**config.mk**
```make
export PLATFORM = sky130hd
export DESIGN_NAME = phymc_top
export DESIGN_NICKNAME = d
export VERILOG_FILES = /design/src/hw/phymc_pkg.sv /design/src/hw/phymc_top.sv
export SDC_FILE = /design/constraint.sdc
export NUM_CORES = 1
export LEC_CHECK = 0
export BUFFER_PORTS_ARGS = -buffer_cell sky130_fd_sc_hd__buf_2
export CORE_MARGIN = 10
export CORE_UTILIZATION = 50
export DETAILED_ROUTE_END_ITERATION = 8
export GPL_ROUTABILITY_DRIVEN = 0
export PLACE_DENSITY = 0.72
export SYNTH_ARGS = -nofsm -noshare
export SYNTH_HDL_FRONTEND = slang
export SYNTH_SLANG_ARGS = --single-unit
export TNS_END_PERCENT = 100
```
**constraint.sdc**
```tcl
create_clock -name clock -period 20.3 [get_ports clock]
set_input_delay 4.06 -clock clock [delete_from_list [all_inputs] [get_ports clock]]
set_output_delay 4.06 -clock clock [all_outputs]
set_load 0.03 [all_outputs]
```
**src/hw/phymc_pkg.sv**
```systemverilog
// Constants, register map and types of the PHY management control block.
package phymc_pkg;

  // ***************************************************
  // Register offsets on the host interface
  // ***************************************************
  localparam logic [15:0] ADDR_MRU_HI = 16'h003A;
  localparam logic [15:0] ADDR_MRU_LO = 16'h003B;
  localparam logic [15:0] ADDR_LINK_STATUS = 16'h003C;
  localparam logic [15:0] ADDR_ACT_STATUS = 16'h003D;
  localparam logic [15:0] ADDR_IND_ADDRESS = 16'h003F;
  localparam logic [15:0] ADDR_WDATA_LO = 16'h0040;
  localparam logic [15:0] ADDR_WDATA_HI = 16'h0041;
  localparam logic [15:0] ADDR_RDATA_LO = 16'h0042;
  localparam logic [15:0] ADDR_RDATA_HI = 16'h0043;
  localparam logic [15:0] ADDR_ACCESS_CMD = 16'h0044;
  localparam logic [15:0] ADDR_CLK_DIVIDER = 16'h0045;
  localparam logic [15:0] ADDR_MODE_CTRL = 16'h0046;
  localparam logic [15:0] ADDR_POWER_CTRL = 16'h0047;

  // ***************************************************
  // Reset values, limits and field positions
  // ***************************************************
  localparam logic [15:0] MRU_RESET = 16'hFFFF;
  localparam logic [15:0] MRU_LIMIT = 16'h05C0;
  localparam logic [7:0] LINK_RESET = 8'h00;
  localparam logic [7:0] ACT_RESET = 8'h81;
  localparam logic [7:0] DIVIDER_RESET = 8'h01;
  localparam logic [7:0] POWER_RSVD_ONES = 8'h40;
  localparam int CR1_WAKE_BIT = 7;
  localparam int CR1_PHY_POWER_DOWN_BIT_BIT = 5;
  localparam int CR1_RESET_BIT = 0;
  localparam logic [4:0] ADDR_FIELD_MASK = 5'h1F;

  // ***************************************************
  // Access codes, divider settings and frame layout
  // ***************************************************
  localparam logic [7:0] CMD_NONE = 8'h00;
  localparam logic [7:0] CMD_WRITE = 8'h01;
  localparam logic [7:0] CMD_READ = 8'h02;
  localparam logic [7:0] DIV_SEL_32 = 8'h00;
  localparam logic [7:0] DIV_SEL_64 = 8'h01;
  localparam logic [6:0] HALF_32 = 7'h10;
  localparam logic [6:0] HALF_64 = 7'h20;
  localparam logic [6:0] HALF_128 = 7'h40;
  localparam logic [6:0] FRAME_BITS = 7'h40;
  localparam logic [6:0] READ_RELEASE_BIT = 7'h2E;
  localparam logic [31:0] FRAME_PREAMBLE = 32'hFFFFFFFF;
  localparam logic [1:0] FRAME_START = 2'h1;
  localparam logic [1:0] FRAME_OP_WRITE = 2'h1;
  localparam logic [1:0] FRAME_OP_READ = 2'h2;
  localparam logic [1:0] FRAME_TURN_WRITE = 2'h2;
  localparam logic [1:0] FRAME_TURN_READ = 2'h3;

  typedef enum logic [0:0]
  {
    PHYMC_IDLE = 1'b0,
    PHYMC_XFER = 1'b1
  } phymc_state_t;

endpackage : phymc_pkg

```
**src/hw/phymc_top.sv**
```systemverilog
// PHY management control block: host registers and management frame engine.
`timescale 1ns/100ps
module phymc_top
  import phymc_pkg::*;
#(
  parameter logic [4:0] PHY_ADDR = 5'h00
)
(
  // Clock and reset.
  input wire logic clock,
  input wire logic reset,
  // Host register access, byte wide.
  input wire logic [15:0] bus_addr,
  input wire logic bus_wr,
  input wire logic bus_rd,
  input wire logic [7:0] bus_wdata,
  output logic [7:0] bus_rdata,
  // Levels from registers kept elsewhere in the device.
  input wire logic phy_write_lock,
  input wire logic system_clock_select,
  input wire logic global_mode_wake,
  // Live PHY status.
  input wire logic cable_unplugged_flag,
  input wire logic actual_duplex_flag,
  input wire logic actual_speed_flag,
  input wire logic link_up_flag,
  input wire logic phy_active_flag,
  input wire logic new_page_received_flag,
  input wire logic low_power_idle_flag,
  input wire logic calibration_flag,
  // Management serial port to the PHY.
  output logic mgmt_clock,
  output logic mgmt_data_out,
  output logic mgmt_data_oe,
  input wire logic mgmt_data_in,
  // PHY and clock control.
  output logic [2:0] phy_mode,
  output logic phy_power_down_bit,
  output logic phy_hw_reset,
  output logic system_clock_slow,
  output logic wake_on_lan_enable
);

  // ***************************************************
  // Declarations
  // ***************************************************
  logic [15:0] mru_reg;
  logic [15:0] mru_next;
  logic [7:0] link_status_reg;
  logic [7:0] act_status_reg;
  logic [4:0] ind_addr_reg;
  logic [15:0] wdata_reg;
  logic [15:0] rdata_reg;
  logic [7:0] cmd_reg;
  logic [7:0] divider_reg;
  logic [2:0] mode_reg;
  logic wake_reg;
  logic phy_power_down_bit_reg;
  logic rst_reg;
  logic rst_seen_idle_reg;
  logic [7:0] bus_rdata_reg;
  logic slow_reg;
  logic wol_reg;
  phymc_state_t state_reg;
  logic [6:0] half_reg;
  logic [6:0] div_cnt_reg;
  logic [6:0] bit_cnt_reg;
  logic [63:0] shift_reg;
  logic [15:0] capture_reg;
  logic mdc_reg;
  logic mdo_reg;
  logic mdo_oe_reg;
  logic tick;
  logic start;
  logic wr_ctrl_ok;
  logic [6:0] half_sel;
  logic [63:0] frame;

  if (PHY_ADDR > ADDR_FIELD_MASK)
  begin : g_check
    $error("PHY_ADDR does not fit the five-bit address field.");
  end

  assign wr_ctrl_ok = bus_wr && phy_write_lock;
  assign tick = (state_reg == PHYMC_XFER) && (div_cnt_reg == half_reg - 7'h01);
  assign start = bus_wr && (bus_addr == ADDR_ACCESS_CMD) &&
                 (state_reg == PHYMC_IDLE) &&
                 ((bus_wdata == CMD_WRITE) || (bus_wdata == CMD_READ));

  // Divider choice; anything but the two low codes takes the slowest rate.
  always_comb
  begin
    case (divider_reg)
      DIV_SEL_32: half_sel = HALF_32;
      DIV_SEL_64: half_sel = HALF_64;
      default: half_sel = HALF_128;
    endcase
  end

  // Frame image: preamble, start, opcode, addresses, turnaround, data.
  always_comb
  begin
    if (bus_wdata == CMD_WRITE)
      frame = {FRAME_PREAMBLE, FRAME_START, FRAME_OP_WRITE, PHY_ADDR,
               ind_addr_reg, FRAME_TURN_WRITE, wdata_reg};
    else
      frame = {FRAME_PREAMBLE, FRAME_START, FRAME_OP_READ, PHY_ADDR,
               ind_addr_reg, FRAME_TURN_READ, 16'hFFFF};
  end

  // Clamp the receive unit as each byte lands, so no read after a write shows overflow.
  always_comb
  begin
    mru_next = mru_reg;
    if (bus_addr == ADDR_MRU_HI)
      mru_next = {bus_wdata, mru_reg[7:0]};
    else
      mru_next = {mru_reg[15:8], bus_wdata};
    if (mru_next > MRU_LIMIT)
      mru_next = MRU_LIMIT;
  end

  // ***************************************************
  // Host-written registers
  // ***************************************************
  // Receive unit; the reset value is left unclamped on purpose.
  always_ff @(posedge clock or posedge reset)
  begin
    if (reset)
      mru_reg <= MRU_RESET;
    else if (bus_wr && (bus_addr == ADDR_MRU_HI || bus_addr == ADDR_MRU_LO))
      mru_reg <= mru_next;
  end

  // Indirect address, write data and clock divider.
  always_ff @(posedge clock or posedge reset)
  begin
    if (reset)
    begin
      ind_addr_reg <= 5'h00;
      wdata_reg <= 16'h0000;
      divider_reg <= DIVIDER_RESET;
    end
    else if (bus_wr)
    begin
      if (bus_addr == ADDR_IND_ADDRESS)
        ind_addr_reg <= bus_wdata[4:0];
      if (bus_addr == ADDR_WDATA_LO)
        wdata_reg[7:0] <= bus_wdata;
      if (bus_addr == ADDR_WDATA_HI)
        wdata_reg[15:8] <= bus_wdata;
      if (bus_addr == ADDR_CLK_DIVIDER)
        divider_reg <= bus_wdata;
    end
  end

  // Control registers take writes only while the PHY lock is open.
  always_ff @(posedge clock or posedge reset)
  begin
    if (reset)
    begin
      mode_reg <= 3'h0;
      wake_reg <= 1'b0;
      phy_power_down_bit_reg <= 1'b0;
    end
    else if (wr_ctrl_ok)
    begin
      if (bus_addr == ADDR_MODE_CTRL)
        mode_reg <= bus_wdata[2:0];
      if (bus_addr == ADDR_POWER_CTRL)
      begin
        wake_reg <= bus_wdata[CR1_WAKE_BIT];
        phy_power_down_bit_reg <= bus_wdata[CR1_PHY_POWER_DOWN_BIT_BIT];
      end
    end
  end

  // PHY reset bit: starts set; clears once activity returns after dropping.
  // A new set request wins over the clear in the same cycle.
  always_ff @(posedge clock or posedge reset)
  begin
    if (reset)
    begin
      rst_reg <= 1'b1;
      rst_seen_idle_reg <= 1'b0;
    end
    else if (wr_ctrl_ok && bus_addr == ADDR_POWER_CTRL &&
             bus_wdata[CR1_RESET_BIT])
    begin
      rst_reg <= 1'b1;
      rst_seen_idle_reg <= 1'b0;
    end
    else if (rst_reg)
    begin
      if (!phy_active_flag)
        rst_seen_idle_reg <= 1'b1;
      else if (rst_seen_idle_reg)
        rst_reg <= 1'b0;
    end
  end

  // ***************************************************
  // Status registers and control outputs
  // ***************************************************
  always_ff @(posedge clock or posedge reset)
  begin
    if (reset)
    begin
      link_status_reg <= LINK_RESET;
      act_status_reg <= ACT_RESET;
    end
    else
    begin
      link_status_reg <= {cable_unplugged_flag, 1'b0, mode_reg,
                          actual_duplex_flag, actual_speed_flag,
                          link_up_flag};
      act_status_reg <= {phy_active_flag, 4'h0, new_page_received_flag,
                         low_power_idle_flag, calibration_flag};
    end
  end

  // Slow clock whenever power-down, clock-select or PHY reset asks for it.
  always_ff @(posedge clock or posedge reset)
  begin
    if (reset)
    begin
      slow_reg <= 1'b1;
      wol_reg <= 1'b0;
    end
    else
    begin
      slow_reg <= phy_power_down_bit_reg || system_clock_select || rst_reg;
      wol_reg <= wake_reg && global_mode_wake;
    end
  end

  // Read data path; write-only registers read back as zero.
  always_ff @(posedge clock or posedge reset)
  begin
    if (reset)
      bus_rdata_reg <= 8'h00;
    else if (bus_rd)
    begin
      case (bus_addr)
        ADDR_MRU_HI: bus_rdata_reg <= mru_reg[15:8];
        ADDR_MRU_LO: bus_rdata_reg <= mru_reg[7:0];
        ADDR_LINK_STATUS: bus_rdata_reg <= link_status_reg;
        ADDR_ACT_STATUS: bus_rdata_reg <= act_status_reg;
        ADDR_IND_ADDRESS: bus_rdata_reg <= {3'h0, ind_addr_reg};
        ADDR_WDATA_LO: bus_rdata_reg <= wdata_reg[7:0];
        ADDR_WDATA_HI: bus_rdata_reg <= wdata_reg[15:8];
        ADDR_RDATA_LO: bus_rdata_reg <= rdata_reg[7:0];
        ADDR_RDATA_HI: bus_rdata_reg <= rdata_reg[15:8];
        ADDR_ACCESS_CMD: bus_rdata_reg <= cmd_reg;
        ADDR_CLK_DIVIDER: bus_rdata_reg <= divider_reg;
        ADDR_POWER_CTRL: bus_rdata_reg <= POWER_RSVD_ONES |
                          {2'h0, phy_power_down_bit_reg, 4'h0, rst_reg};
        default: bus_rdata_reg <= 8'h00;
      endcase
    end
  end

  // ***************************************************
  // Management frame engine
  // ***************************************************
  // The divider is latched at start so a mid-frame write cannot glitch MDC.
  always_ff @(posedge clock or posedge reset)
  begin
    if (reset)
    begin
      state_reg <= PHYMC_IDLE;
      cmd_reg <= CMD_NONE;
      half_reg <= HALF_64;
      div_cnt_reg <= 7'h00;
    end
    else if (start)
    begin
      state_reg <= PHYMC_XFER;
      cmd_reg <= bus_wdata;
      half_reg <= half_sel;
      div_cnt_reg <= 7'h00;
    end
    else
    begin
      case (state_reg)
        PHYMC_XFER:
        begin
          div_cnt_reg <= tick ? 7'h00 : div_cnt_reg + 7'h01;
          if (tick && mdc_reg && bit_cnt_reg == FRAME_BITS)
          begin
            state_reg <= PHYMC_IDLE;
            cmd_reg <= CMD_NONE;
          end
        end
        default: div_cnt_reg <= 7'h00;
      endcase
    end
  end

  // Bits leave on falling MDC and are sampled on rising MDC.
  always_ff @(posedge clock or posedge reset)
  begin
    if (reset)
    begin
      mdc_reg <= 1'b0;
      mdo_reg <= 1'b1;
      mdo_oe_reg <= 1'b0;
      bit_cnt_reg <= 7'h00;
      shift_reg <= 64'h0;
      capture_reg <= 16'h0000;
    end
    else if (start)
    begin
      mdo_reg <= frame[63];
      mdo_oe_reg <= 1'b1;
      shift_reg <= {frame[62:0], 1'b1};
      bit_cnt_reg <= 7'h01;
    end
    else if (tick)
    begin
      mdc_reg <= !mdc_reg;
      if (!mdc_reg)
        capture_reg <= {capture_reg[14:0], mgmt_data_in};
      else if (bit_cnt_reg == FRAME_BITS)
        mdo_oe_reg <= 1'b0;
      else
      begin
        mdo_reg <= shift_reg[63];
        shift_reg <= {shift_reg[62:0], 1'b1};
        bit_cnt_reg <= bit_cnt_reg + 7'h01;
        mdo_oe_reg <= !(cmd_reg == CMD_READ &&
                        bit_cnt_reg >= READ_RELEASE_BIT);
      end
    end
  end

  // Read result lands as the read frame ends.
  always_ff @(posedge clock or posedge reset)
  begin
    if (reset)
      rdata_reg <= 16'h0000;
    else if (tick && mdc_reg && bit_cnt_reg == FRAME_BITS &&
             cmd_reg == CMD_READ)
      rdata_reg <= capture_reg;
  end

  assign bus_rdata = bus_rdata_reg;
  assign mgmt_clock = mdc_reg;
  assign mgmt_data_out = mdo_reg;
  assign mgmt_data_oe = mdo_oe_reg;
  assign phy_mode = mode_reg;
  assign phy_power_down_bit = phy_power_down_bit_reg;
  assign phy_hw_reset = rst_reg;
  assign system_clock_slow = slow_reg;
  assign wake_on_lan_enable = wol_reg;

  // ***************************************************
  // Assertions
  // ***************************************************
  AST_MRU_CLAMP: assert property (@(posedge clock) disable iff (reset)
    bus_wr && (bus_addr == ADDR_MRU_HI || bus_addr == ADDR_MRU_LO)
    |=> mru_reg <= MRU_LIMIT)
    else $error("Receive unit exceeds the limit after a write.");
  AST_MODE_MIRROR: assert property (@(posedge clock) disable iff (reset)
    ##1 link_status_reg[5:3] == $past(mode_reg))
    else $error("Link status does not mirror the mode.");
  AST_LINK_LIVE: assert property (@(posedge clock) disable iff (reset)
    ##1 link_status_reg[0] == $past(link_up_flag) &&
    link_status_reg[7] == $past(cable_unplugged_flag))
    else $error("Link status does not follow the PHY.");
  AST_ACT_STATUS: assert property (@(posedge clock) disable iff (reset)
    ##1 act_status_reg[7] == $past(phy_active_flag) &&
    act_status_reg[6:3] == 4'h0)
    else $error("Activity status is wrong.");
  AST_START_CMD: assert property (@(posedge clock) disable iff (reset)
    start |=> state_reg == PHYMC_XFER && cmd_reg != CMD_NONE ##1
    (cmd_reg != CMD_NONE)[*3])
    else $error("Access did not start or cleared too early.");
  AST_MDC_32: assert property (@(posedge clock) disable iff (reset)
    $rose(mdc_reg) && half_reg == HALF_32 |->
    mdc_reg[*8] ##8 mdc_reg ##1 !mdc_reg)
    else $error("Management clock high time wrong for divide by 32.");
  AST_SLOW_CLK: assert property (@(posedge clock) disable iff (reset)
    phy_power_down_bit_reg |=> system_clock_slow)
    else $error("Power-down did not select the slow clock.");
  AST_WOL: assert property (@(posedge clock) disable iff (reset)
    ##1 wake_on_lan_enable == ($past(wake_reg) && $past(global_mode_wake)))
    else $error("Wake enable does not need both bits.");
  AST_RST_CLEAR: assert property (@(posedge clock) disable iff (reset)
    rst_reg && rst_seen_idle_reg && phy_active_flag && !wr_ctrl_ok
    |=> !rst_reg ##1 !system_clock_slow || $past(phy_power_down_bit_reg) ||
    $past(system_clock_select))
    else $error("PHY reset bit did not clear on activity.");
  AST_LOCKED: assert property (@(posedge clock) disable iff (reset)
    bus_wr && !phy_write_lock |=> $stable(mode_reg) && $stable(phy_power_down_bit_reg))
    else $error("Control register changed while locked.");

endmodule : phymc_top

```
Word-level counts from Yosys, hierarchy flattened:

Cells that the tools add are included.

* add/sub/neg operators: 3
* order comparisons: 2
* equality and inequality tests: 21
* mux-type cells: 37
* bitwise logic cells: 3
* reduce and logical (&&, ||, !) cells: 37

Operators by type and width (count)
* $mux 64: 4
* $eq 16x7->1 const B: 8
* $pmux 8 s12: 1
* $eq 16x6->1 const B: 5
* $mux 7: 7
* $mux 16: 2
* $mux 30: 1
* $mux 8: 3
* $reduce_and 2->1: 10
* $mux 1: 18
* $eq 8x1->1 const B: 2
* $eq 8x2->1 const B: 2
* $gt 16x11->1 const B: 1
* $add 7x1->7 const B: 2
* $pmux 7 s2: 1
* $logic_and 1x1->1: 13
* $reduce_bool 2->1: 5
* $logic_not 8->1: 1
* $eq 7x7->1: 1
* $eq 7x7->1 const B: 1
* $ge 7x6->1 const B: 1
* $sub 7x1->7 const B: 1
* $reduce_and 3->1: 2
* $logic_or 1x1->1: 4
* other kinds (4): 7

* flip-flop bits (word level): 202
* input port bits: 40
* output and inout port bits: 18
* logic and storage cells: 129

Longest topological paths before layout:

Gate-level depths: netlist of the first run.

* depth after elaboration: 8
* gate-level depth with buffers: 11
* mapped depth without buffers: 8

Worst setup path before layout of the first run:

OpenSTA, ideal clock, no wires.

* kind: input -> register
* start: input port bus_addr[9]
* end: register shift_reg[1]
* setup time: 0.122 ns
* arrival time: 6.022 ns
* required time: 20.178 ns
* setup slack: 14.155 ns
* stages on the path: 8
* buffers on the path: 2
* cells stage by stage: or4_1 -> buf_2 -> or4_4 -> nor4_4 -> a21oi_4 -> buf_6 -> nand2_1 -> o21ai_1

* cells in the longest elaborated chain, start to end: 6
* elaborated cells on any way between the ends: 9
* those cells by class: 2 x eq/ne; 1 x mux; 6 x reduce/logical

RTL lines
* from (decl): line phymc_top.sv:13 `input wire logic [15:0] bus_addr,`
* $eq 16x7->1 (*): line phymc_top.sv:86 `assign start = bus_wr && (bus_addr == ADDR_ACCESS_CMD) &&`
* $logic_and 1x1->1 (*) (2 in a row): line phymc_top.sv:86
* $logic_and 1x1->1 (*): line phymc_top.sv:87 `(state_reg == PHYMC_IDLE) &&`
* $ne 2x2->1 (no source line) or $reduce_bool 2->1 (tied branches)
* $reduce_and 3->1 (no source line)
* to (signal assigned): line phymc_top.sv:316 `shift_reg <= {frame[62:0], 1'b1};`
* to (signal assigned): line phymc_top.sv:329 `shift_reg <= {shift_reg[62:0], 1'b1};`
* to (decl): line phymc_top.sv:68 `logic [63:0] shift_reg;`

Mark *: on every way between the ends. The rest lies on a longest branch, timed or not.
A chain may end at the register's enable or synchronous reset.

Worst setup path in the final report of the first run:

* start: input port bus_addr[9]
* end: register shift_reg[17]

The elaborated chain is that of the path after synthesis.

==> results.rst, run 1 <==
.. list-table::
   :header-rows: 1

   * - Metric
     - Value
   * - Count of unresolved DRC violations after routing
     - 0
   * - Max cap viols
     - 0
   * - Router iterations before antenna repair
     - 6
   * - Result of the run
     - finished, final reports clean
   * - Most common cell after layout, fill and taps aside
     - dfrtp_1
   * - Quantity of hold-fixing buffers added after cts
     - 0
   * - Global routing usage summed across all routing layers
     - between 15 and 20%
   * - Max Transition Viols Final
     - 0
   * - Unique masters post-synth
     - 61
   * - Startpoint of the lowest-slack register-to-register path
     - half_reg[5]
   * - Worst Path Arrival
     - 6930 ps
   * - Width of the chip
     - between 150 and 200 µm
   * - Total buffers and inverters traversed by the critical path
     - 1
   * - Number of H-tree levels
     - 4
   * - Register-to-register setup slack
     - 17470 ps
   * - Power Total
     - 773 µW
   * - CTS tree
     - done
   * - Number of enable-type register cells in the synthesized netlist
     - 0
   * - Synthesis Warnings
     - 0
   * - Final total negative setup slack
     - 0 ps
   * - Clock buffer depth
     - 2
   * - Number of hold violations in the final report
     - 0
   * - Power density cells
     - ~78 mW/mm²
   * - Layout filler cell count
     - 1461
   * - Synth-to-Final Area Change
     - 12.0%
   * - Flip-flop count of the largest register, all copies and words added
     - 64
   * - Worst vdd rail ir drop
     - 0.0000562 V
   * - Kind of cell adding the most delay to the critical path
     - simple AND/OR/NAND/NOR gates
   * - Ordered list of cells on the worst path
     - buf_2, or4_1, or4_4, nor2_1, nand4_1, a22oi_1, o211ai_1
   * - Final setup skew
     - between 8 and 9 ps
   * - Ratio of final minimum period to clock period
     - around 33%
   * - Worst Setup Path Type
     - in -> reg
   * - Critical Path Start Type
     - primary input
   * - Final worst path period need
     - between 6000 and 7000 ps
   * - Hold Crit Endpoint
     - link_status_reg[5]
   * - Height of the die
     - about 150 µm
   * - Slowest cell on the critical path
     - or4_1
   * - Post-synthesis average cell area
     - 10.5 µm²
   * - Sum of overflow across all layers after global routing
     - 0
   * - Delay of the slowest cell on the worst path
     - between 700 and 800 ps
   * - Cell depth of the worst flop-to-flop path
     - 9
   * - Number of buffers inserted during clock tree synthesis
     - 17
   * - Hold-critical path depth
     - 0
   * - Clk root buf
     - clkbuf_16
   * - Number of clock sinks
     - 198
   * - Final setup violating endpoints
     - 0
   * - RSZ-0062 raised after global routing
     - false
   * - Drt initial violations
     - 658
   * - Drt wl/cell
     - 19.4 µm
   * - Max-slew headroom
     - 30.9%
   * - Leakage power
     - 0.00441 µW
   * - Placed wire-length estimate after detailed placement
     - 14600 µm
   * - Number of buffers inserted to repair setup after CTS
     - 0
   * - CP max FO
     - 20
   * - Most instantiated flip-flop cell in the synthesis netlist
     - dfrtp_1
   * - First-pass GRT wire length
     - 35500 µm
   * - Count of vias placed by the detailed router
     - roughly 6700
   * - Die footprint
     - 0.0235 mm²
   * - Number of buffers inserted by port buffering
     - 57
   * - Number of nets in the final layout
     - 928
   * - Reg-to-reg critical path endpoint
     - shift_reg[19]
   * - Post-Syn Nets
     - 894
   * - Highest Clock Rate
     - around 150 MHz
   * - CP Capture Type
     - register
   * - Portion of the post-synthesis area used by sequential elements
     - a little under three fifths
   * - Ratio of routed vias to standard cells
     - 5.94
   * - Layout cells sized above 1
     - 21.2%
   * - Worst-path clk slew
     - 70 ps
   * - Number of gates given a new drive strength after cts
     - 0
   * - Cells after synthesis
     - 849
   * - Total wire length after detailed routing
     - ~22000 µm
   * - Insertion delay to the later sink of the worst-skew pair
     - 440 ps
   * - Pin count of the biggest net entering global routing
     - around 130
   * - Residual antenna-violating net count after detailed routing
     - 0
   * - Worst Hold Launch
     - phy_mode[2]
   * - Starting utilization of the core area
     - 51.3%
   * - Via count of the first global-routing pass
     - 6514
   * - Number of antenna violations at the first check in global routing
     - 0
   * - Number of synthesized register bits
     - 198
   * - Fraction of synthesis flops using an asynchronous set or reset pin
     - between 90% and 100%
   * - Worst endpoint required time
     - 20600 ps
   * - Path category of the worst min-delay check
     - reg -> reg
   * - Std-Cell Core Area
     - 0.0174 mm²
   * - FP Rows
     - 48
   * - Synthesized area
     - 0.00890 mm²
   * - Commonest cells after routing, fill and taps aside
     - dfrtp_1 (175), nand2_1 (136), o21ai_0 (66), mux2_2 (58), buf_2 (57)
   * - Total I/O pin count
     - 58
   * - Slew at the pin closest to its max-slew limit
     - 1030 ps
layer usage:
layer | wire length (µm) | track usage [%] | up-vias
met5 | 0 | 0 | -
met4 | 449 | 5.35 | 0
met3 | 1820 | 5.84 | 42
met2 | 10200 | 27.9 | 265
met1 | 9290 | 25.2 | 3286
li1 | - | - | 3070
worst reg2reg max path, cell delays in order (launching register included):
cell     delay (ps)
dfstp_2         510
inv_1            50
ha_1            280
xor2_1          140
and3_1          210
nand4_1         250
nor2_4          360
buf_4           530
mux2i_1         260
a21oi_1          80
per-stage QoR:
| stage | instance area (µm²) | instances | worst slack (ps) | utilization (%) | hold WS, ps |
|---|---|---|---|---|---|
| 3_5_place_dp | 9330 | 1089 | 13290 | 53.8 | 395 |
| 2_1_floorplan | 8900 | 849 | 10880 | - | 425 |
| 3_3_place_gp | 9330 | 1089 | 13360 | 53.8 | 377 |
| 6_report | 9960 | 1122 | 13670 | 57.4 | 406 |
| 4_1_cts | 9960 | 1121 | 13680 | 57.4 | 404 |
| 5_1_grt | 9960 | 1121 | 13470 | 57.4 | 411 |
worst max-delay path by stage:
stage | from | to | slack, ps | depth (start not counted)
after global routing | bus_addr[9] | shift_reg[17] | 13470 | 7
after detailed placement | bus_addr[9] | shift_reg[17] | 13290 | 7
after CTS | bus_addr[9] | shift_reg[17] | 13680 | 7
final | bus_addr[9] | shift_reg[17] | 13670 | 7
after global placement | bus_addr[9] | shift_reg[17] | 13360 | 7
after floorplan | reset | act_status_reg[1] | 10880 | 1
kinds of logic (layout without fill, tap and decap cells):
| family | Yosys count | count (layout) | share of synthesized area, % |
|---|---|---|---|
| flops | 198 | 198 | 56.0 |
| fa+ha+maj | 5 | 5 | 0.703 |
| mux | 70 | 70 | 9.13 |
| compound gates | 173 | 173 | 11.7 |
| buf+inv | 69 | 116 | 3.16 |
| other cells | 0 | 1 | 0 |
| xor+xnor | 16 | 16 | 1.57 |
| simple gates | 318 | 318 | 17.7 |
final cells by class:
type | count | area (µm²) | area share, %
repair buffers | 65 | 345 | 3.47
inverters | 19 | 78.8 | 0.791
diodes | 1 | 2.50 | 0.0251
clock buffers | 27 | 591 | 5.93
well taps | 225 | 282 | 2.83
multi-input cells | 582 | 3640 | 36.6
clock inverters | 5 | 38.8 | 0.389
flip-flops and latches | 198 | 4980 | 50.0
synthesized netlist by cell type, types with 3 or more instances:
master	count	area, µm²
a21oi_1	39	195
a22o_1	12	105
a22oi_1	9	67.6
a31oi_1	5	31.3
a32oi_1	5	43.8
and2_1	10	62.6
and3_1	15	93.8
buf_1	3	11.3
buf_2	6	30.0
clkbuf_1	39	146
dfrtp_1	175	4380
dfstp_2	23	604
ha_1	5	62.6
inv_1	19	71.3
mux2_2	58	653
mux2i_1	8	80.1
mux4_2	3	67.6
nand2_1	136	510
nand2b_1	3	18.8
nand3_1	29	145
nand4_1	8	50.1
nor2_1	50	188
nor2b_1	7	43.8
nor3_1	12	60.1
nor4_1	15	93.8
nor4_4	3	63.8
nor4b_1	4	35.0
o211ai_1	5	37.5
o21ai_0	66	330
o21ai_1	9	45.0
o22ai_1	7	43.8
or3_1	5	31.3
or4_1	5	37.5
xnor2_1	8	70.1
xor2_1	8	70.1
where the power goes:
group	leakage [µW]	switching [µW]	internal, µW
Clock	0.000311	149	203
Combinational	0.00172	19.5	5.42
Sequential	0.00238	0.574	396
Total	0.00441	169	604
(Power assumes the default switching activity.)
==> inputs of run 2 (changes only) <==
PLACE_DENSITY = 0.74   (was 0.72)
clock period = 6 ns   (was 20.3 ns; I/O delays follow)
==> results.rst, run 2 (synthesized netlist as in run 1, its figures left out) <==
.. list-table::
   :header-rows: 1

   * - Metric
     - Value
   * - Quantity of hold-fixing buffers added after cts
     - 0
   * - Most common cell after layout, fill and taps aside
     - dfrtp_1
   * - Highest Clock Rate
     - 260 MHz
   * - Width of the chip
     - 153 µm
   * - Number of cells after detailed placement
     - ~1100
   * - Router iterations before antenna repair
     - 6
   * - Leakage power
     - 0.00439 µW
   * - Drt wl/cell
     - 19.1 µm
   * - Path category of the worst min-delay check
     - reg -> reg
   * - Flip-flop count of the largest register, all copies and words added
     - 64
   * - Max-slew headroom
     - 25.4%
   * - Number of buffers inserted by port buffering
     - 57
   * - Final setup violating endpoints
     - 0
   * - CTS tree
     - done
   * - Layout cells sized above 1
     - around 22%
   * - Final worst path period need
     - 3850 ps
   * - Worst-path clk slew
     - 70 ps
   * - FP Rows
     - 48
   * - CP Capture Type
     - register
   * - Result of the run
     - finished, final reports clean
   * - Number of antenna violations at the first check in global routing
     - 1
   * - Clk root buf
     - clkbuf_16
   * - Critical Path Start Type
     - primary input
   * - Placed wire-length estimate after detailed placement
     - 14600 µm
   * - Ratio of routed vias to standard cells
     - 5.95
   * - Residual antenna-violating net count after detailed routing
     - 0
   * - Total wire length after detailed routing
     - about 21000 µm
   * - Final cell count without fillers
     - roughly 1100
   * - Commonest cells after routing, fill and taps aside
     - dfrtp_1 (175), nand2_1 (136), o21ai_0 (66), mux2_2 (58), buf_2 (57)
   * - Clock buffer depth
     - 2
   * - Count of unresolved DRC violations after routing
     - 0
   * - Max cap viols
     - 0
   * - RSZ-0062 raised after global routing
     - false
   * - Ratio of final minimum period to clock period
     - between 60 and 70%
   * - Worst endpoint required time
     - 6300 ps
   * - Height of the die
     - approximately 150 µm
   * - Final setup skew
     - 9.28 ps
   * - Max Transition Viols Final
     - 0
   * - Std-Cell Core Area
     - 0.0174 mm²
   * - Via count of the first global-routing pass
     - 6613
   * - Slew at the pin closest to its max-slew limit
     - 1100 ps
   * - Number of H-tree levels
     - 4
   * - Number of clock sinks
     - 198
   * - Pin count of the biggest net entering global routing
     - 199
   * - CP max FO
     - 20
   * - Worst Path Arrival
     - 4150 ps
   * - Sum of overflow across all layers after global routing
     - 0
   * - Die footprint
     - 0.0235 mm²
   * - Number of buffers inserted during clock tree synthesis
     - 17
   * - First-pass GRT wire length
     - between 30000 and 40000 µm
   * - Synth-to-Final Area Change
     - 11.5%
   * - Number of nets in the final layout
     - 928
   * - Number of buffers inserted to repair setup after CTS
     - 0
   * - Worst vdd rail ir drop
     - 0.000309 V
   * - Power density cells
     - approximately 260 mW/mm²
   * - Count of vias placed by the detailed router
     - 6666
   * - Worst Setup Path Type
     - in -> reg
   * - Number of hold violations in the final report
     - 0
   * - Global routing usage summed across all routing layers
     - 18.1%
   * - Starting utilization of the core area
     - 51.3%
   * - Layout filler cell count
     - approximately 1400
   * - Antenna diode count
     - 0
   * - Final total negative setup slack
     - 0 ps
   * - Insertion delay to the later sink of the worst-skew pair
     - ~430 ps
   * - Number of gates given a new drive strength after cts
     - 0
   * - Drt initial violations
     - ~620
   * - Total I/O pin count
     - 58
## run 2: cell count changes in the layout (fill, tap and decap cells not counted), sizes merged
cell / change
clkinv: +5
clkbuf: -7
clkinvlp: +1
diode: -1
inv: +1
## run 2: worst paths after layout
kind / start / cells after the start / endpoint / slack [ps]
max: bus_addr[9] / 7 / shift_reg[17] / 2150
min: phy_mode[0] / 0 / link_status_reg[3] / 400
max reg2reg: half_reg[5] / 9 / shift_reg[23] / 3020
min reg2reg: phy_mode[0] / 0 / link_status_reg[3] / 400
max in group asynchronous: reset / 3 / bus_rdata[4] / 4140
min in group asynchronous: reset / 3 / capture_reg[6] / 1030
## run 2: routing by layer
| metal | global-route usage (%) | up-vias | part of all wire, % |
|---|---|---|---|
| met5 | 0 | - | 0.061 |
| met4 | 4.86 | 2 | 1.6 |
| met3 | 5.67 | 35 | 7.9 |
| met2 | 28.2 | 257 | 47 |
| met1 | 24.0 | 3305 | 43 |
| li1 | - | 3067 | - |
## run 2: stage by stage
step           cell area, µm²  power, µW  utilization [%]  setup WS (ps)  hold slack [ps]
6_report                 9930       2550             57.2           2150              401
5_1_grt                  9930       2630             57.2           2030              413
4_1_cts                  9930       2560             57.2           2230              399
3_5_place_dp             9340       1450             53.8           1830              383
3_3_place_gp             9340       1450             53.8           1870              375
2_1_floorplan            8900       1410                -           2260              425
## run 2: final cells by class
cell class / instances / area (µm²) / share of cell area [%]
inverter: 19 / 75.1 / 0.756
timing repair buffer: 65 / 358 / 3.61
sequential: 198 / 4980 / 50.2
multi-input combinational: 582 / 3640 / 36.7
clock buffer: 20 / 479 / 4.83
tap: 225 / 282 / 2.84
clock inverter: 12 / 105 / 1.06
## run 2: critical path, cell delays in order
cell and delay (ps):
buf_2 100, or4_1 750, or4_4 580, nor2_1 160
nand4_1 770, a22oi_1 450, o211ai_1 120
## run 2: where the power goes
group	leakage [µW]	switching, µW	internal [µW]
combinational	0.00172	66.0	19.6
sequential	0.00238	1.98	1340
clock	0.000292	528	595
total	0.00439	596	1950
==> inputs of run 3 (changes only) <==
ABC_AREA = 1   (was unset)
PLACE_DENSITY = 0.72   (was 0.74)
clock period = 3.6 ns   (was 6 ns; I/O delays follow)
==> results.rst, run 3 <==
.. list-table::
   :header-rows: 1

   * - Metric
     - Value
   * - Ordered list of cells on the worst path
     - inv_1, ha_1, o21ai_0, nor3_1, and2_1, nand2_1, nor2_2, inv_2, nand2_2, inv_2, o21ai_0
   * - Most common cell after layout, fill and taps aside
     - nand2_1
   * - Worst vdd rail ir drop
     - 0.000435 V
   * - Path category of the worst min-delay check
     - in -> async
   * - CP Capture Type
     - register
   * - Number of clock sinks
     - 198
   * - Non-Filler Cell Area, Final
     - 0.0100 mm²
   * - RSZ-0062 raised after global routing
     - false
   * - CP max FO
     - 55
   * - Slowest cell on the critical path
     - inv_2
   * - Final total negative setup slack
     - 0 ps
   * - Drt initial violations
     - 654
   * - Starting utilization of the core area
     - 51.5%
   * - Synth-to-Final Area Change
     - 11.6%
   * - Antenna diode count
     - 0
   * - Share of Yosys cell area claimed by the top area cell type
     - approximately half
   * - Total placed instance area
     - 0.00940 mm²
   * - Number of hold violations in the final report
     - 0
   * - Most instantiated flip-flop cell in the synthesis netlist
     - dfrtp_1
   * - Number of antenna violations at the first check in global routing
     - 0
   * - Number of gates given a new drive strength after cts
     - 0
   * - CTS tree
     - done
   * - Synthesis Warnings
     - 0
   * - Max cap viols
     - 0
   * - Critical Path Start Type
     - register
   * - Placed wire-length estimate after detailed placement
     - 14300 µm
   * - Power density cells
     - 433 mW/mm²
   * - Most frequent cell after synthesis
     - nand2_1
   * - Residual antenna-violating net count after detailed routing
     - 0
   * - Final setup skew
     - roughly 8.6 ps
   * - Setup slack after layout
     - 844 ps
   * - Top cells by area, synth
     - dfrtp_1 (49%), nand2_1 (9.7%), dfstp_2 (6.7%)
   * - FP Rows
     - 48
   * - Highest Clock Rate
     - ~360 MHz
   * - Layout cells sized above 1
     - 13.7%
   * - Leading area contributor after synthesis
     - dfrtp_1
   * - Synthesized area
     - approximately 0.0090 mm²
   * - Max-slew headroom
     - a little over 40%
   * - Ratio of final minimum period to clock period
     - 76.6%
   * - Count of unresolved DRC violations after routing
     - 0
   * - Kind of cell adding the most delay to the critical path
     - buffers and inverters
   * - Setup Slack @ Placement
     - around 400 ps
   * - Final setup violating endpoints
     - 0
   * - Number of nets in the final layout
     - around 1100
   * - Flip-flop count of the largest register, all copies and words added
     - 64
   * - Worst endpoint required time
     - 3860 ps
   * - Number of buffers inserted to repair setup after CTS
     - 0
   * - Clock buffer depth
     - 2
   * - Clk root buf
     - clkbuf_16
   * - Total wire length after detailed routing
     - a little over 20000 µm
   * - Via count of the first global-routing pass
     - 6705
   * - Number of synthesized register bits
     - about 200
   * - Fraction of synthesis flops using an asynchronous set or reset pin
     - 100%
   * - Leakage power
     - 0.00489 µW
   * - Post-Syn Nets
     - about 1100
   * - Worst-path clk slew
     - ~70 ps
   * - Power Total
     - 4330 µW
   * - Commonest cells after routing, fill and taps aside
     - nand2_1 (232), dfrtp_1 (175), inv_1 (120), o21ai_0 (90), nor2_1 (81)
   * - Count of vias placed by the detailed router
     - 7027
   * - Number of enable-type register cells in the synthesized netlist
     - 0
   * - Worst Setup Path Type
     - reg -> reg
   * - Max Transition Viols Final
     - 0
   * - First-pass GRT wire length
     - 34100 µm
   * - Portion of the post-synthesis area used by sequential elements
     - 55.6%
   * - Slew at the pin closest to its max-slew limit
     - 892 ps
   * - Total I/O pin count
     - 58
   * - Number of H-tree levels
     - 4
   * - Die footprint
     - 0.0237 mm²
   * - Drt wl/cell
     - 15.9 µm
   * - Pin count of the biggest net entering global routing
     - approximately 80
   * - Number of buffers inserted during clock tree synthesis
     - 17
   * - Ratio of routed vias to standard cells
     - 5.38
   * - Number of buffers inserted by port buffering
     - 57
   * - Result of the run
     - finished, final reports clean
   * - Worst Path Arrival
     - 3020 ps
   * - Global routing usage summed across all routing layers
     - 17.6%
   * - Delay of the slowest cell on the worst path
     - 640 ps
   * - Quantity of hold-fixing buffers added after cts
     - 0
   * - Post-synthesis average cell area
     - between 8 and 9 µm²
   * - Cells after synthesis
     - just over 1000
   * - Height of the die
     - 154 µm
   * - Total buffers and inverters traversed by the critical path
     - 3
   * - Synth top cells by count
     - nand2_1 (232), dfrtp_1 (175), inv_1 (121), o21ai_0 (90), nor2_1 (81)
   * - Router iterations before antenna repair
     - 5
   * - Insertion delay to the later sink of the worst-skew pair
     - about 440 ps
   * - Std-Cell Core Area
     - approximately 0.017 mm²
   * - Unique masters post-synth
     - 39
   * - Width of the chip
     - approximately 150 µm
   * - Final worst path period need
     - between 2000 and 3000 ps
   * - Sum of overflow across all layers after global routing
     - 0
## run 3: worst register-to-register path, delay by kind of cell (launching register included)
family | cells | cell delay, ps
buffers and inverters | 3 | 770
and+or+nand+nor | 5 | 560
DFF | 1 | 520
AOI/OAI and AO/OA | 2 | 450
adders and majority gates | 1 | 280
## run 3: final timing paths
kind	start	endpoint	slack, ps	cells after the start
setup / recovery	half_reg[5]	shift_reg[11]	840	11
hold reg to reg	phy_mode[0]	link_status_reg[3]	430	0
max in group asynchronous	reset	mru_reg[15]	2500	3
min in group clock	calibration_flag	act_status_reg[0]	390	1
setup reg to reg	half_reg[5]	shift_reg[11]	840	11
hold / removal	reset	shift_reg[41]	310	2
## run 3: routing by layer
layer	share of wire [%]	up-vias	GRT usage, %
li1	-	3444	-
met1	45	3349	23.6
met2	48	212	27.9
met3	6.3	22	4.74
met4	0.94	0	3.73
met5	0	-	0
## run 3: logic make-up after synthesis
kind of cell	after synthesis	synth area share (%)
AO/OA/AOI/OAI	214	13.7
XOR/XNOR	9	0.879
adder cells (fa/ha/maj)	5	0.698
buffers and inverters	169	7.90
flip-flops	198	55.6
AND/OR/NAND/NOR	430	21.3
## run 3: area by class of cell
| cell class | instances | area (µm²) |
|---|---|---|
| fill | 1576 | 7410 |
| sequential | 198 | 4980 |
| clock buffer | 21 | 460 |
| clock inverter | 10 | 145 |
| multi-input combinational | 658 | 3270 |
| timing repair buffer | 65 | 370 |
| tap | 225 | 282 |
| inverter | 129 | 488 |
## run 3: report_power, final
group,internal (µW),switching (µW)
registers,2230,2.22
clock network,1130,838
logic,30.7,91.9
## run 3: per-stage QoR
step,utilization (%),instances,hold WS (ps)
floorplan,-,1025,433
global placement,54.0,1275,403
detailed placement,54.0,1275,404
CTS,57.4,1306,313
global route,57.4,1306,328
finish,57.4,1306,307
